$ cat src/hdl/awr_pkg.sv
package awr_pkg;
    // queue geometry
    localparam int DEPTH = 16;
    localparam int AW = 4;
    localparam int CW = AW + 2;
    localparam int EW = 6;
    localparam int RESP_W = 2;

    // apb register byte offsets
    localparam logic [7:0] ADDR_CTRL = 8'h00;
    localparam logic [7:0] ADDR_THRESH = 8'h04;
    localparam logic [7:0] ADDR_STATUS = 8'h08;
    localparam logic [7:0] ADDR_MASK = 8'h0C;
    localparam logic [7:0] ADDR_LEVEL = 8'h10;

    // field positions
    localparam int CTRL_FLUSH = 0;
    localparam int CTRL_INJ_S = 1;
    localparam int CTRL_INJ_D = 2;
    localparam int THR_FULL_POS = 0;
    localparam int THR_EMPTY_POS = 16;
    localparam int LVL_CNT_POS = 0;
    localparam int LVL_PFULL = 16;
    localparam int LVL_PEMPTY = 17;
    localparam int EV_OVF = 0;
    localparam int EV_UNF = 1;
    localparam int EV_SBE = 2;
    localparam int EV_DBE = 3;
    localparam int EV_W = 4;

    // reset values and full-queue count
    localparam logic [AW-1:0] FULL_THR_RST = 4'hC;
    localparam logic [AW-1:0] EMPTY_THR_RST = 4'h2;
    localparam logic [CW-1:0] DEPTH_CNT = 6'h10;

    // response words
    localparam logic [RESP_W-1:0] RESP_OKAY = 2'h0;
    localparam logic [RESP_W-1:0] RESP_EXOKAY = 2'h1;
    localparam logic [RESP_W-1:0] RESP_SLVERR = 2'h2;
    localparam logic [RESP_W-1:0] RESP_DECERR = 2'h3;

    typedef struct packed {
        logic [RESP_W-1:0] data;
        logic sbe;
        logic dbe;
    } awr_dec_t;

    typedef struct packed {
        logic [AW-1:0] wr_ptr;
        logic [AW-1:0] rd_ptr;
        logic [CW-1:0] mem_cnt;
        logic [CW-1:0] cnt;
        logic out_v;
        logic [RESP_W-1:0] out_resp;
        logic in_rdy;
        logic ovf;
        logic unf;
        logic sbe;
        logic dbe;
        logic pfull;
        logic pempty;
        logic [AW-1:0] full_thr;
        logic [AW-1:0] empty_thr;
        logic [AW-1:0] reg_full_thr;
        logic [AW-1:0] reg_empty_thr;
        logic [2:0] ctrl;
        logic [EV_W-1:0] status;
        logic [EV_W-1:0] mask;
        logic irq;
        logic pready;
        logic [31:0] prdata;
        logic pslverr;
    } awr_state_t;
endpackage : awr_pkg

$ cat src/hdl/awr_resp_fifo.sv
// The address map and the APB register port were decided locally.
`timescale 1ns/10ps
// How it works
// two-bit response passes through unchanged
// upstream valid high while entry held, from two cycles after a write to an empty queue
// master ready gates consumption of entries
// slave valid offers one response word
// downstream ready high while queue has room and no flush is set
// full threshold loaded only during flush
// empty threshold loaded only during flush
// prog full when count at/above threshold
// prog empty when count at/below threshold
// single inject flips one stored bit
// double inject flips two stored bits
// corrected error flagged, repaired word delivered
// uncorrectable error flagged on double fault
// overflow one cycle after write refused while full
// underflow one cycle after refused read
// write count shows write next edge
// read count shows read next edge
// data count equals words stored
// strict first-in first-out order
module awr_resp_fifo #(
    parameter bit ECC_EN = 1'b1
) (
    // clock and reset
    input logic ref_clk_i,
    input logic reset_n_i,
    // apb slave
    input logic psel_i,
    input logic penable_i,
    input logic pwrite_i,
    input logic [7:0] paddr_i,
    input logic [31:0] pwdata_i,
    output logic pready_o,
    output logic [31:0] prdata_o,
    output logic pslverr_o,
    // downstream slave side
    input logic m_bvalid_i,
    input logic [awr_pkg::RESP_W-1:0] m_bresp_i,
    output logic m_bready_o,
    // upstream master side
    output logic s_bvalid_o,
    output logic [awr_pkg::RESP_W-1:0] s_bresp_o,
    input logic s_bready_i,
    // sideband status
    output logic prog_full_o,
    output logic prog_empty_o,
    output logic sbiterr_o,
    output logic dbiterr_o,
    output logic overflow_o,
    output logic underflow_o,
    output logic [awr_pkg::CW-1:0] wr_data_count_o,
    output logic [awr_pkg::CW-1:0] rd_data_count_o,
    output logic [awr_pkg::CW-1:0] data_count_o,
    output logic irq_o
);
    // secded over two data bits, bit 0 overall parity
    function automatic logic [awr_pkg::EW-1:0] awr_encode(input logic [1:0] d,
                                                        input logic inj_s,
                                                        input logic inj_d);
        logic [awr_pkg::EW-1:0] c;
        c = '0;
        c[1] = d[0] ^ d[1];
        c[2] = d[0];
        c[3] = d[0];
        c[4] = d[1];
        c[5] = d[1];
        c[0] = ^c[5:1];
        if (inj_d) begin
            c[3] = ~c[3];
            c[5] = ~c[5];
        end else if (inj_s) begin
            c[3] = ~c[3];
        end
        return c;
    endfunction : awr_encode

    function automatic awr_pkg::awr_dec_t awr_decode(input logic [awr_pkg::EW-1:0] c,
                                                     input logic ecc);
        awr_pkg::awr_dec_t r;
        logic [2:0] s;
        logic p;
        s = {c[4] ^ c[5], c[2] ^ c[3], c[1] ^ c[3] ^ c[5]};
        p = ^c;
        r.data = {c[5], c[3]};
        r.sbe = 1'b0;
        r.dbe = 1'b0;
        if (ecc) begin
            if (p) begin
                r.sbe = 1'b1;
                if (s == 3'h3) begin
                    r.data[0] = ~c[3];
                end
                if (s == 3'h5) begin
                    r.data[1] = ~c[5];
                end
            end else if (s != 3'h0) begin
                r.dbe = 1'b1;
            end
        end
        return r;
    endfunction : awr_decode

    logic [1:0] rst_sync_q;
    logic rst_n;
    awr_pkg::awr_state_t q;
    awr_pkg::awr_state_t n;
    logic [awr_pkg::EW-1:0] mem [awr_pkg::DEPTH];
    logic wr;
    logic pop;
    logic load;
    logic setup;
    logic acc;
    logic [awr_pkg::EV_W-1:0] ev;
    awr_pkg::awr_dec_t dec;

    always_ff @(posedge ref_clk_i or negedge reset_n_i) begin
        if (!reset_n_i) begin
            rst_sync_q <= 2'h0;
        end else begin
            rst_sync_q <= {rst_sync_q[0], 1'b1};
        end
    end
    assign rst_n = rst_sync_q[1];

    always_comb begin
        n = q;
        wr = m_bvalid_i & q.in_rdy;
        pop = q.out_v & s_bready_i;
        load = (q.mem_cnt != '0) & (~q.out_v | pop);
        dec = awr_decode(mem[q.rd_ptr], ECC_EN);
        setup = psel_i & ~penable_i;
        acc = psel_i & penable_i & q.pready;
        ev = '0;
        ev[awr_pkg::EV_OVF] = m_bvalid_i & ~q.in_rdy & (q.cnt >= awr_pkg::DEPTH_CNT);
        ev[awr_pkg::EV_UNF] = s_bready_i & ~q.out_v;
        ev[awr_pkg::EV_SBE] = load & dec.sbe;
        ev[awr_pkg::EV_DBE] = load & dec.dbe;
        // queue pointers and counts
        if (wr) begin
            n.wr_ptr = q.wr_ptr + 1'b1;
        end
        if (load) begin
            n.rd_ptr = q.rd_ptr + 1'b1;
            n.out_resp = dec.data;
        end
        n.out_v = load | (q.out_v & ~pop);
        n.mem_cnt = q.mem_cnt + awr_pkg::CW'(wr) - awr_pkg::CW'(load);
        n.cnt = q.cnt + awr_pkg::CW'(wr) - awr_pkg::CW'(pop);
        n.ovf = ev[awr_pkg::EV_OVF];
        n.unf = ev[awr_pkg::EV_UNF];
        n.sbe = ev[awr_pkg::EV_SBE];
        n.dbe = ev[awr_pkg::EV_DBE];
        // apb access
        n.pready = setup;
        if (setup) begin
            n.pslverr = 1'b0;
            n.prdata = '0;
            case (paddr_i)
                awr_pkg::ADDR_CTRL: begin
                    n.prdata[2:0] = q.ctrl;
                end
                awr_pkg::ADDR_THRESH: begin
                    n.prdata[awr_pkg::THR_FULL_POS +: awr_pkg::AW] = q.reg_full_thr;
                    n.prdata[awr_pkg::THR_EMPTY_POS +: awr_pkg::AW] = q.reg_empty_thr;
                end
                awr_pkg::ADDR_STATUS: begin
                    n.prdata[awr_pkg::EV_W-1:0] = q.status;
                end
                awr_pkg::ADDR_MASK: begin
                    n.prdata[awr_pkg::EV_W-1:0] = q.mask;
                end
                awr_pkg::ADDR_LEVEL: begin
                    n.prdata[awr_pkg::LVL_CNT_POS +: awr_pkg::CW] = q.cnt;
                    n.prdata[awr_pkg::LVL_PFULL] = q.pfull;
                    n.prdata[awr_pkg::LVL_PEMPTY] = q.pempty;
                end
                default: begin
                    n.pslverr = 1'b1;
                end
            endcase
        end
        // read clears only what was reported, new events win
        if (acc && !pwrite_i && paddr_i == awr_pkg::ADDR_STATUS) begin
            n.status = q.status & ~q.prdata[awr_pkg::EV_W-1:0];
        end
        n.status = n.status | ev;
        if (acc && pwrite_i) begin
            case (paddr_i)
                awr_pkg::ADDR_CTRL: begin
                    n.ctrl = pwdata_i[2:0];
                end
                awr_pkg::ADDR_THRESH: begin
                    n.reg_full_thr = pwdata_i[awr_pkg::THR_FULL_POS +: awr_pkg::AW];
                    n.reg_empty_thr = pwdata_i[awr_pkg::THR_EMPTY_POS +: awr_pkg::AW];
                end
                awr_pkg::ADDR_MASK: begin
                    n.mask = pwdata_i[awr_pkg::EV_W-1:0];
                end
                default: begin
                end
            endcase
        end
        // flush empties the queue and loads thresholds
        if (q.ctrl[awr_pkg::CTRL_FLUSH]) begin
            n.full_thr = q.reg_full_thr;
            n.empty_thr = q.reg_empty_thr;
            n.wr_ptr = '0;
            n.rd_ptr = '0;
            n.mem_cnt = '0;
            n.cnt = '0;
            n.out_v = 1'b0;
        end
        n.in_rdy = (n.cnt < awr_pkg::DEPTH_CNT) & ~n.ctrl[awr_pkg::CTRL_FLUSH];
        n.pfull = n.cnt >= awr_pkg::CW'(n.full_thr);
        n.pempty = n.cnt <= awr_pkg::CW'(n.empty_thr);
        n.irq = |(n.status & n.mask);
    end

    always_ff @(posedge ref_clk_i or negedge rst_n) begin
        if (!rst_n) begin
            q <= '0;
            q.full_thr <= awr_pkg::FULL_THR_RST;
            q.empty_thr <= awr_pkg::EMPTY_THR_RST;
            q.reg_full_thr <= awr_pkg::FULL_THR_RST;
            q.reg_empty_thr <= awr_pkg::EMPTY_THR_RST;
            q.pempty <= 1'b1;
        end else begin
            q <= n;
        end
    end

    // storage array, no reset needed
    always_ff @(posedge ref_clk_i) begin
        if (wr) begin
            mem[q.wr_ptr] <= awr_encode(m_bresp_i, q.ctrl[awr_pkg::CTRL_INJ_S] & ECC_EN,
                                        q.ctrl[awr_pkg::CTRL_INJ_D] & ECC_EN);
        end
    end

    assign pready_o = q.pready;
    assign prdata_o = q.prdata;
    assign pslverr_o = q.pslverr;
    assign m_bready_o = q.in_rdy;
    assign s_bvalid_o = q.out_v;
    assign s_bresp_o = q.out_resp;
    assign prog_full_o = q.pfull;
    assign prog_empty_o = q.pempty;
    assign sbiterr_o = q.sbe;
    assign dbiterr_o = q.dbe;
    assign overflow_o = q.ovf;
    assign underflow_o = q.unf;
    assign wr_data_count_o = q.cnt;
    assign rd_data_count_o = q.cnt;
    assign data_count_o = q.cnt;
    assign irq_o = q.irq;
endmodule : awr_resp_fifo

$ cat config.mk
export PLATFORM = sky130hd
export DESIGN_NAME = awr_resp_fifo
export DESIGN_NICKNAME = d
export VERILOG_FILES = /design/src/hdl/awr_pkg.sv /design/src/hdl/awr_resp_fifo.sv
export SDC_FILE = /design/constraint.sdc
export NUM_CORES = 1
export LEC_CHECK = 0
export BUFFER_PORTS_ARGS = -buffer_cell sky130_fd_sc_hd__buf_2
export CAP_MARGIN = 10
export CORE_MARGIN = 2
export CORE_UTILIZATION = 52
export DETAILED_ROUTE_END_ITERATION = 6
export GPL_TIMING_DRIVEN = 0
export PLACE_DENSITY = 0.73
export RECOVER_POWER = 25
export SKIP_LAST_GASP = 1
export SYNTH_ARGS = -nofsm -noshare
export SYNTH_HDL_FRONTEND = slang
export SYNTH_SLANG_ARGS = --single-unit
$ cat constraint.sdc
create_clock -name ref_clk_i -period 2 [get_ports ref_clk_i]
set_input_delay 0.3 -clock ref_clk_i [delete_from_list [all_inputs] [get_ports ref_clk_i]]
set_output_delay 0.3 -clock ref_clk_i [all_outputs]
set_load 0.01 [all_outputs]
==> results of run 1 <==
-- where the power goes --
part / switching, mW / leakage, nW / internal (mW)
clock network: 1.20 / 0.257 / 1.68
logic: 3.59 / 2.13 / 3.56
registers: 0.409 / 1.60 / 3.70
total: 5.20 / 3.99 / 8.95
-- area by class of cell --
class                           instances  area share (%)
Buffer                                 68           5.575
Clock buffer                           21           4.809
Clock inverter                         11          0.9018
Inverter                               38           1.694
Multi-Input combinational cell        331           33.05
Sequential cell                       152           46.04
Tap cell                              180           2.459
Timing Repair Buffer                   88           5.465
-- cells in the mapped netlist, types with 4 or more instances --
cell	number	share of area, %
sky130_fd_sc_hd__nor3_1	5	0.34
sky130_fd_sc_hd__nand2_1	30	1.5
sky130_fd_sc_hd__a221oi_2	4	0.81
sky130_fd_sc_hd__ha_1	28	4.7
sky130_fd_sc_hd__and3_1	7	0.59
sky130_fd_sc_hd__mux2i_1	30	4.0
sky130_fd_sc_hd__dfstp_2	7	2.5
sky130_fd_sc_hd__a21oi_1	14	0.94
sky130_fd_sc_hd__inv_1	37	1.9
sky130_fd_sc_hd__o21bai_1	5	0.51
sky130_fd_sc_hd__buf_2	6	0.40
sky130_fd_sc_hd__mux2_2	15	2.3
sky130_fd_sc_hd__nor2_1	33	1.7
sky130_fd_sc_hd__buf_4	52	5.3
sky130_fd_sc_hd__xnor2_1	9	1.1
sky130_fd_sc_hd__edfxtp_1	80	32
sky130_fd_sc_hd__a21o_1	8	0.81
sky130_fd_sc_hd__clkbuf_1	7	0.35
sky130_fd_sc_hd__xor2_1	9	1.1
sky130_fd_sc_hd__dfrtp_1	65	22
sky130_fd_sc_hd__o21ai_0	16	1.1
sky130_fd_sc_hd__nand2b_1	6	0.51
sky130_fd_sc_hd__and2_1	14	1.2
sky130_fd_sc_hd__nand3_1	6	0.40
sky130_fd_sc_hd__nor2b_1	5	0.42
sky130_fd_sc_hd__a221oi_1	5	0.59
sky130_fd_sc_hd__mux4_2	12	3.6
-- logic make-up after synthesis --
kind of cell	after synthesis
flip-flops	152
buffers and inverters	107
adder cells (fa/ha/maj)	30
AND/OR/NAND/NOR	121
other	2
XOR/XNOR	18
AO/OA/AOI/OAI	80
multiplexers	59
-- stage by stage --
step           std cells  power, mW  util, %  hold WS, ns  setup slack, ns
6_report             889      14.14    65.97       0.1113          -0.5952
5_1_grt              889      15.00    65.97       0.1035          -0.6849
4_1_cts              883      13.68    65.24      0.09668          -0.6857
3_5_place_dp         833      9.912    58.82      0.08769          -0.8598
3_3_place_gp         833      9.649    58.81      0.08564          -0.7786
2_1_floorplan        590      8.534        -     0.004409          -0.5785
-- worst register-to-register path, stage by stage (launching register included) --
cell	delay [ns]
sky130_fd_sc_hd__dfrtp_2	0.42
sky130_fd_sc_hd__buf_12	0.16
sky130_fd_sc_hd__mux4_2	0.56
sky130_fd_sc_hd__mux4_2	0.61
sky130_fd_sc_hd__xnor2_4	0.20
sky130_fd_sc_hd__a2111oi_4	0.37
sky130_fd_sc_hd__o211ai_2	0.14
-- state kept, by name, indices dropped and copies added, names as in the netlist --
signal	flops
mem	80
q	41
prdata_o	10
data_count_o	6
rst_sync_q	2
s_bresp_o	2
dbiterr_o	1
irq_o	1
m_bready_o	1
overflow_o	1
pready_o	1
prog_empty_o	1
prog_full_o	1
pslverr_o	1
s_bvalid_o	1
sbiterr_o	1
underflow_o	1
-- final timing paths --
check	startpoint	slack [ns]	cells after the start	endpoint
max	q[84]	-0.60	6	irq_o
min	pwdata_i[19]	0.11	2	q[49]
max reg2reg	q[84]	-0.60	6	irq_o
min reg2reg	rst_sync_q[0]	0.36	0	rst_sync_q[1]
max in group asynchronous	rst_sync_q[1]	0.35	0	m_bready_o
min in group asynchronous	reset_n_i	0.20	2	rst_sync_q[0]
-- what timing repair did --
item,in CTS,in global routing
pin swaps,24,33
buffers inserted,17,7
endpoints found under the setup margin,44,18
hold endpoints to repair,2,0
resized for setup,47,17
hold buffers,1,0
-- routing by layer --
layer / GRT usage [%] / wire (µm)
met1: 29.46 / 6792
met2: 36.33 / 8238
met3: 5.673 / 981
met4: 9.872 / 324
met5: 0 / 0
-- layout by cell type, fill, tap and decap left out, drive strengths merged, types with 3 or more instances in the layout --
cell,synthesis,routed
a21oi,14,14
buf,62,140
conb,2,23
nor2,34,34
or3,3,3
mux2i,30,30
nand2b,6,6
and3,7,7
nor3,6,6
edfxtp,80,80
a221oi,9,9
and2,14,14
dfstp,7,7
xnor2,9,9
a211oi,4,4
inv,37,37
a21o,8,8
dfrtp,65,65
o211ai,3,3
mux4,14,14
nand3,6,6
nor2b,5,5
nand4,3,3
mux2,15,15
a22oi,4,4
ha,28,28
clkbuf,7,36
o21ai,17,17
xor2,9,9
nand2,30,30
o21bai,5,5
clkinv,1,10
==> implementation parameters, run 1 <==
Parameter                              Value

Yosys
  Synth Flop Type ... sky130_fd_sc_hd__edfxtp_1
  Mux contribution to synthesized area ... 10.68%
  Number of warning messages in the yosys log ... 0
  Share of the synthesized area in compound gates (AO/OA/AOI/OAI) ... 8.402%
  Flip-flop and latch count after synthesis ... 152
  Cell count after synthesis ... 569
  Number of synthesized flops with an enable pin ... 80
  Synthesized-area fraction occupied by and/or/nand/nor cells ... 8.267%
  Netlist Area Pre-Place ... 7416 µm²
  Register area share after synthesis ... 56.81%
  Share of synthesized cell area in full adder, half adder and majority cells ... 5.264%
  Proportion of synthesized flip-flops having asynchronous set or reset ... 47.37%
  Combinational family with the most area after synthesis ... multiplexers
  XOR/XNOR Fraction of Synth Area ... 2.126%
  Number of unique standard cell types used by synthesis ... 59
  Average footprint of a synthesized cell ... 13.03 µm²

Global route
  Largest net degree at the start of global routing ... 71
  Via count of the first global-routing pass ... 4837
  Number of antenna violations at the first check in global routing ... 0
  Global routing usage summed across all routing layers ... 22.69%
  Overflow left after global routing ... 0
  Wire length of the first global-routing pass ... 25340 µm

Critical path
  Kind of cell adding the most delay to the critical path ... multiplexers
  Critical path startpoint category ... flip-flop
  Worst path cell trace ... buf_12 > mux4_2 > mux4_2 > xnor2_4 > a2111oi_4 > o211ai_2
  Highest cell delay on the worst timing path ... 0.61 ns
  Crit path buffers/inverters ... 1
  Maximum fanout encountered on the critical timing path ... 10
  CP Data Required Time ... 2.28 ns
  Type of the worst setup path ... reg2reg
  Cell type of the slowest stage on the worst timing path ... sky130_fd_sc_hd__mux4_2
  Sort of element at the end of the critical path ... flip-flop
  Endpoint arrival time on the critical path ... 2.87 ns
  Critical path's most frequent cell ... sky130_fd_sc_hd__mux4_2

Clock network
  Clock buffers created by TritonCTS ... 17
  Number of sinks on the clock net ... 152
  Latest clock arrival within the worst-skew pair ... 0.42 ns
  Clock-pin slew on the worst setup and hold paths ... 0.06 ns
  H-Tree Level Count ... 4
  CTS tree ... done
  Maximum root-to-sink buffer count ... 2
  CTS root buf ... sky130_fd_sc_hd__clkbuf_16

Floorplan
  Ports placed on the boundary ... 112
  Die area ... 15230 µm²
  Num rows ... 43
  Y dimension of the die ... 123.4 µm
  Width of the die ... 123.4 µm
  Placeable core region ... 13880 µm²
  Starting utilization of the core area ... 53.43%

STA
  Part of the cycle the worst path needs ... 129.8%
  Count of endpoints failing hold in the final timing report ... 0
  Minimum clock period ... 2.595 ns
  Achievable frequency ... 385.3 MHz
  Worst path setup slack after routing ... -0.5952 ns
  Number of failing setup endpoints in the final timing report ... 15
  Final TNS setup ... -6.015 ns
  Rel. slew slack ... -0.9374%
  Transition time at the pin with the least slew margin ... 1.514 ns
  Worst clock skew ... 0.007514 ns
  Number of max-slew violations in the final report ... 71
  RSZ-0062 raised after global routing ... true

Detailed routing
  Routed vias/inst ... 5.468
  Remaining antenna violation count ... 0
  Post-detailed-route wirelength per cell ... 18.38 µm
  Initial detailed-routing violation count ... 413
  Via count ... 4861
  Post-route DRC ... 0
  Aggregate routed wire length ... 16340 µm
  Drt first pass iters ... 5

Pwr
  Maximum ir drop on the vdd rail ... 1265 µV
  P_leak ... 3.992 nW
  P per Cell Area ... 1544 nW/µm²

Placement
  Cell Area, Placed ... 8165 µm²
  Quantity of I/O buffers inserted on ports ... 63
  Placed wire-length estimate after detailed placement ... 11340 µm
  Weighted congestion at the end of routability-driven global placement ... 0.8603

Finish
  Fraction of layout instances using a drive strength above 1 ... 38.93%
  Register cell area after layout ... 4217 µm²
  Post-layout net count ... 775
  Number of filler instances in the final layout ... 996
  Antenna Cells ... 0
  Multi-input combinational cell area ... 3027 µm²
  Finished layout cell area ... 9158 µm²
  Area Overhead vs Synth ... 23.49%

Run
  Max-cap check violation count ... 1

Outcome
  Violations in the final reports ... max-capacitance violations, max-slew violations, negative setup slack
  Outcome ... finished, violations left

Worst hold path
  Hold/Removal Path Class ... in2reg
(Power assumes the default switching activity.)
==> run 2, diff against run 1 <==
==> constraint.sdc (replaced) <==
create_clock -name ref_clk_i -period 2 [get_ports ref_clk_i]
set_input_delay 0.3 -clock ref_clk_i [delete_from_list [all_inputs] [get_ports ref_clk_i]]
set_output_delay 0.3 -clock ref_clk_i [all_outputs]
set_load 0.02 [all_outputs]
==> run 2 against run 1 <==
Effect of this change:
- the run still ends with max-capacitance violations, max-slew violations, negative setup slack left
- sequential share of layout area is 0.55 points lower
- final cell count grew 1.0%
- utilization rose by 0.80 points
- combinational power increased by 5.6%
- sequential cell count unchanged
- register-to-register slack worse by 0.11 ns
- critical path depth rose by 1
- maximum frequency decreased by 4.0%
- hold slack worse by 0.0030 ns
- critical endpoint unchanged
==> implementation parameters, run 2 (synthesis results as in run 1) <==
Parameter                              Value

Detailed routing
  Aggregate routed wire length ... 16480 µm (+0.86%)
  Drt first pass iters ... 5 (unchanged)
  Post-detailed-route wirelength per cell ... 18.35 µm (-0.15%)
  Remaining antenna violation count ... 0 (unchanged)
  Initial detailed-routing violation count ... 447 (+8.2%)
  Via count ... 4862 (+0.021%)
  Post-route DRC ... 0 (unchanged)
  Routed vias/inst ... 5.414 (-0.98%)

STA
  Minimum clock period ... 2.703 ns (+0.1081 ns)
  Part of the cycle the worst path needs ... 135.2% (+5.4 points)
  Achievable frequency ... 369.9 MHz (-4.0%)
  Count of endpoints failing hold in the final timing report ... 0 (unchanged)
  Worst clock skew ... 0.006268 ns (-0.001246 ns)
  Rel. slew slack ... -0.5124% (+0.43 points)
  Worst hold slack across all endpoints ... 0.1083 ns (-0.003013 ns)
  Number of failing setup endpoints in the final timing report ... 16 (+1)
  Transition time at the pin with the least slew margin ... 1.508 ns (-0.006375 ns)
  Final TNS setup ... -7.403 ns (-1.388 ns)
  Number of max-slew violations in the final report ... 71 (unchanged)
  Worst path setup slack after routing ... -0.7033 ns (-0.1081 ns)
  RSZ-0062 raised after global routing ... true

Pwr
  P_leak ... 4.070 nW (+2.0%)
  P per Cell Area ... 1597 nW/µm² (+3.4%)
  Maximum ir drop on the vdd rail ... 981.2 µV (-22%)

Critical path
  Cell type of the slowest stage on the worst timing path ... sky130_fd_sc_hd__mux4_2
  CP Data Required Time ... 2.28 ns (about the same)
  Sort of element at the end of the critical path ... flip-flop
  Type of the worst setup path ... reg2reg
  Highest cell delay on the worst timing path ... 0.61 ns (about the same)
  Minimum setup slack among reg-to-reg paths ... -0.70 ns (-0.11 ns)
  Reg-to-reg endpoint ... irq_o
  Endpoint arrival time on the critical path ... 2.99 ns (+0.12 ns)
  Maximum fanout encountered on the critical timing path ... 5 (-5)
  Critical path destination ... irq_o
  Start point of the critical path ... q[84]
  Number of cell instances on the worst register-to-register path ... 7 (+1)
  Worst path cell trace ... buf_12 > buf_12 > mux4_2 > mux4_2 > xnor2_4 > a2111oi_4 > o211ai_2
  Critical path startpoint category ... flip-flop
  R2r startpoint ... q[84]

Global route
  Via count of the first global-routing pass ... 4779 (-1.2%)
  Overflow left after global routing ... 0 (unchanged)
  Wire length of the first global-routing pass ... 25410 µm (+0.24%)
  Global routing usage summed across all routing layers ... 22.80% (+0.11 points)
  Number of antenna violations at the first check in global routing ... 0 (unchanged)
  Largest net degree at the start of global routing ... 71 (unchanged)

Outcome
  Outcome ... finished, violations left
  Violations in the final reports ... max-capacitance violations, max-slew violations, negative setup slack

Clock network
  CTS tree ... done
  Latest clock arrival within the worst-skew pair ... 0.42 ns (about the same)
  Maximum root-to-sink buffer count ... 2 (unchanged)
  CTS root buf ... sky130_fd_sc_hd__clkbuf_16
  Clock-pin slew on the worst setup and hold paths ... 0.06 ns (about the same)
  Clock buffers created by TritonCTS ... 17 (unchanged)
  Number of sinks on the clock net ... 152 (unchanged)
  H-Tree Level Count ... 4 (unchanged)

Floorplan
  Die area ... 15230 µm² (unchanged)
  Ports placed on the boundary ... 112 (unchanged)
  Placeable core region ... 13880 µm² (unchanged)
  Y dimension of the die ... 123.4 µm (unchanged)
  Num rows ... 43 (unchanged)
  Starting utilization of the core area ... 53.43% (unchanged)
  Width of the die ... 123.4 µm (unchanged)

Worst hold path
  Hold/Removal Path Class ... in2reg

Finish
  Largest register by flop count ... mem
  Leading cell types in the layout, fill and taps excluded ... sky130_fd_sc_hd__buf_4, sky130_fd_sc_hd__edfxtp_1, sky130_fd_sc_hd__buf_2
  Post-layout net count ... 784 (+1.2%)
  Antenna Cells ... 0 (unchanged)
  Register cell area after layout ... 4217 µm² (unchanged)
  Area Overhead vs Synth ... 24.99%
  Leading cell type in the layout, fill and taps excluded ... sky130_fd_sc_hd__buf_4
  Multi-input combinational cell area ... 2982 µm² (-1.5%)
  Number of flip-flops under the largest register name ... 80 (unchanged)
  Fraction of layout instances using a drive strength above 1 ... 39.69% (+0.77 points)
  Number of filler instances in the final layout ... 994 (-0.20%)
  Final standard cell utilization of the core ... 66.77% (+0.80 points)

Run
  Max-cap check violation count ... 1 (unchanged)

Placement
  Placed wire-length estimate after detailed placement ... 11150 µm (-1.7%)
  Quantity of I/O buffers inserted on ports ... 63 (unchanged)
  Weighted congestion at the end of routability-driven global placement ... 0.8704 (+1.2%)
## run 2: power breakdown
group / total (mW) / internal [mW] / switching [mW] / leakage, nW
clock network: 3.16 / 1.95 / 1.20 / 0.284
logic: 7.55 / 3.68 / 3.86 / 2.18
registers: 4.09 / 3.70 / 0.396 / 1.61
total: 14.8 / 9.34 / 5.47 / 4.07
## run 2: through the flow
| stage | instances | area [µm²] | setup slack, ns | total power, mW |
|---|---|---|---|---|
| floorplan | 590 | 7627 | -0.6108 | 8.774 |
| global placement | 833 | 8168 | -0.7819 | 9.873 |
| detailed placement | 833 | 8170 | -0.8836 | 10.11 |
| CTS | 887 | 9130 | -0.6517 | 14.24 |
| global route | 898 | 9269 | -0.7606 | 15.65 |
| finish | 898 | 9269 | -0.7033 | 14.80 |
## run 2: layer usage
layer | up-vias | global-route usage [%] | part of all wire [%]
met5 | - | 0 | 0
li1 | 2233 | - | -
met4 | 0 | 8.168 | 1.6
met1 | 2457 | 30.24 | 42
met2 | 150 | 37.26 | 51
met3 | 22 | 4.889 | 4.7
## run 2: how the worst min path moves through the flow
| stage | depth (start not counted) | from | endpoint |
|---|---|---|---|
| after floorplan | 0 | reset_n_i | rst_sync_q[0] |
| after global placement | 1 | reset_n_i | rst_sync_q[0] |
| after detailed placement | 1 | reset_n_i | rst_sync_q[1] |
| after CTS | 2 | pwdata_i[19] | q[49] |
| after global routing | 2 | pwdata_i[19] | q[49] |
| final | 2 | pwdata_i[19] | q[49] |
## run 2: what timing repair did
action                                 CTS  global route
endpoints found under the hold margin    2             0
hold buffers                             1             0
setup endpoints to repair               24            17
resized for setup                       46            14
setup buffers                           21            12
pin swaps                               35            29
## run 2: area by class of cell
cell class / count / area share (%)
buffer: 68 / 5.386
multi-input combinational: 331 / 32.17
clock inverter: 9 / 1.053
timing repair buffer: 97 / 6.479
clock buffer: 23 / 5.265
inverter: 38 / 1.728
sequential: 152 / 45.49
tap: 180 / 2.430
## run 2: critical path: cells and delay by family (launching register included)
family	cells	cell delay [ns]
DFF	1	0.43
buffers and inverters	2	0.25
AOI/OAI and AO/OA	2	0.56
xor gates and xnor gates	1	0.19
muxes	2	1.12
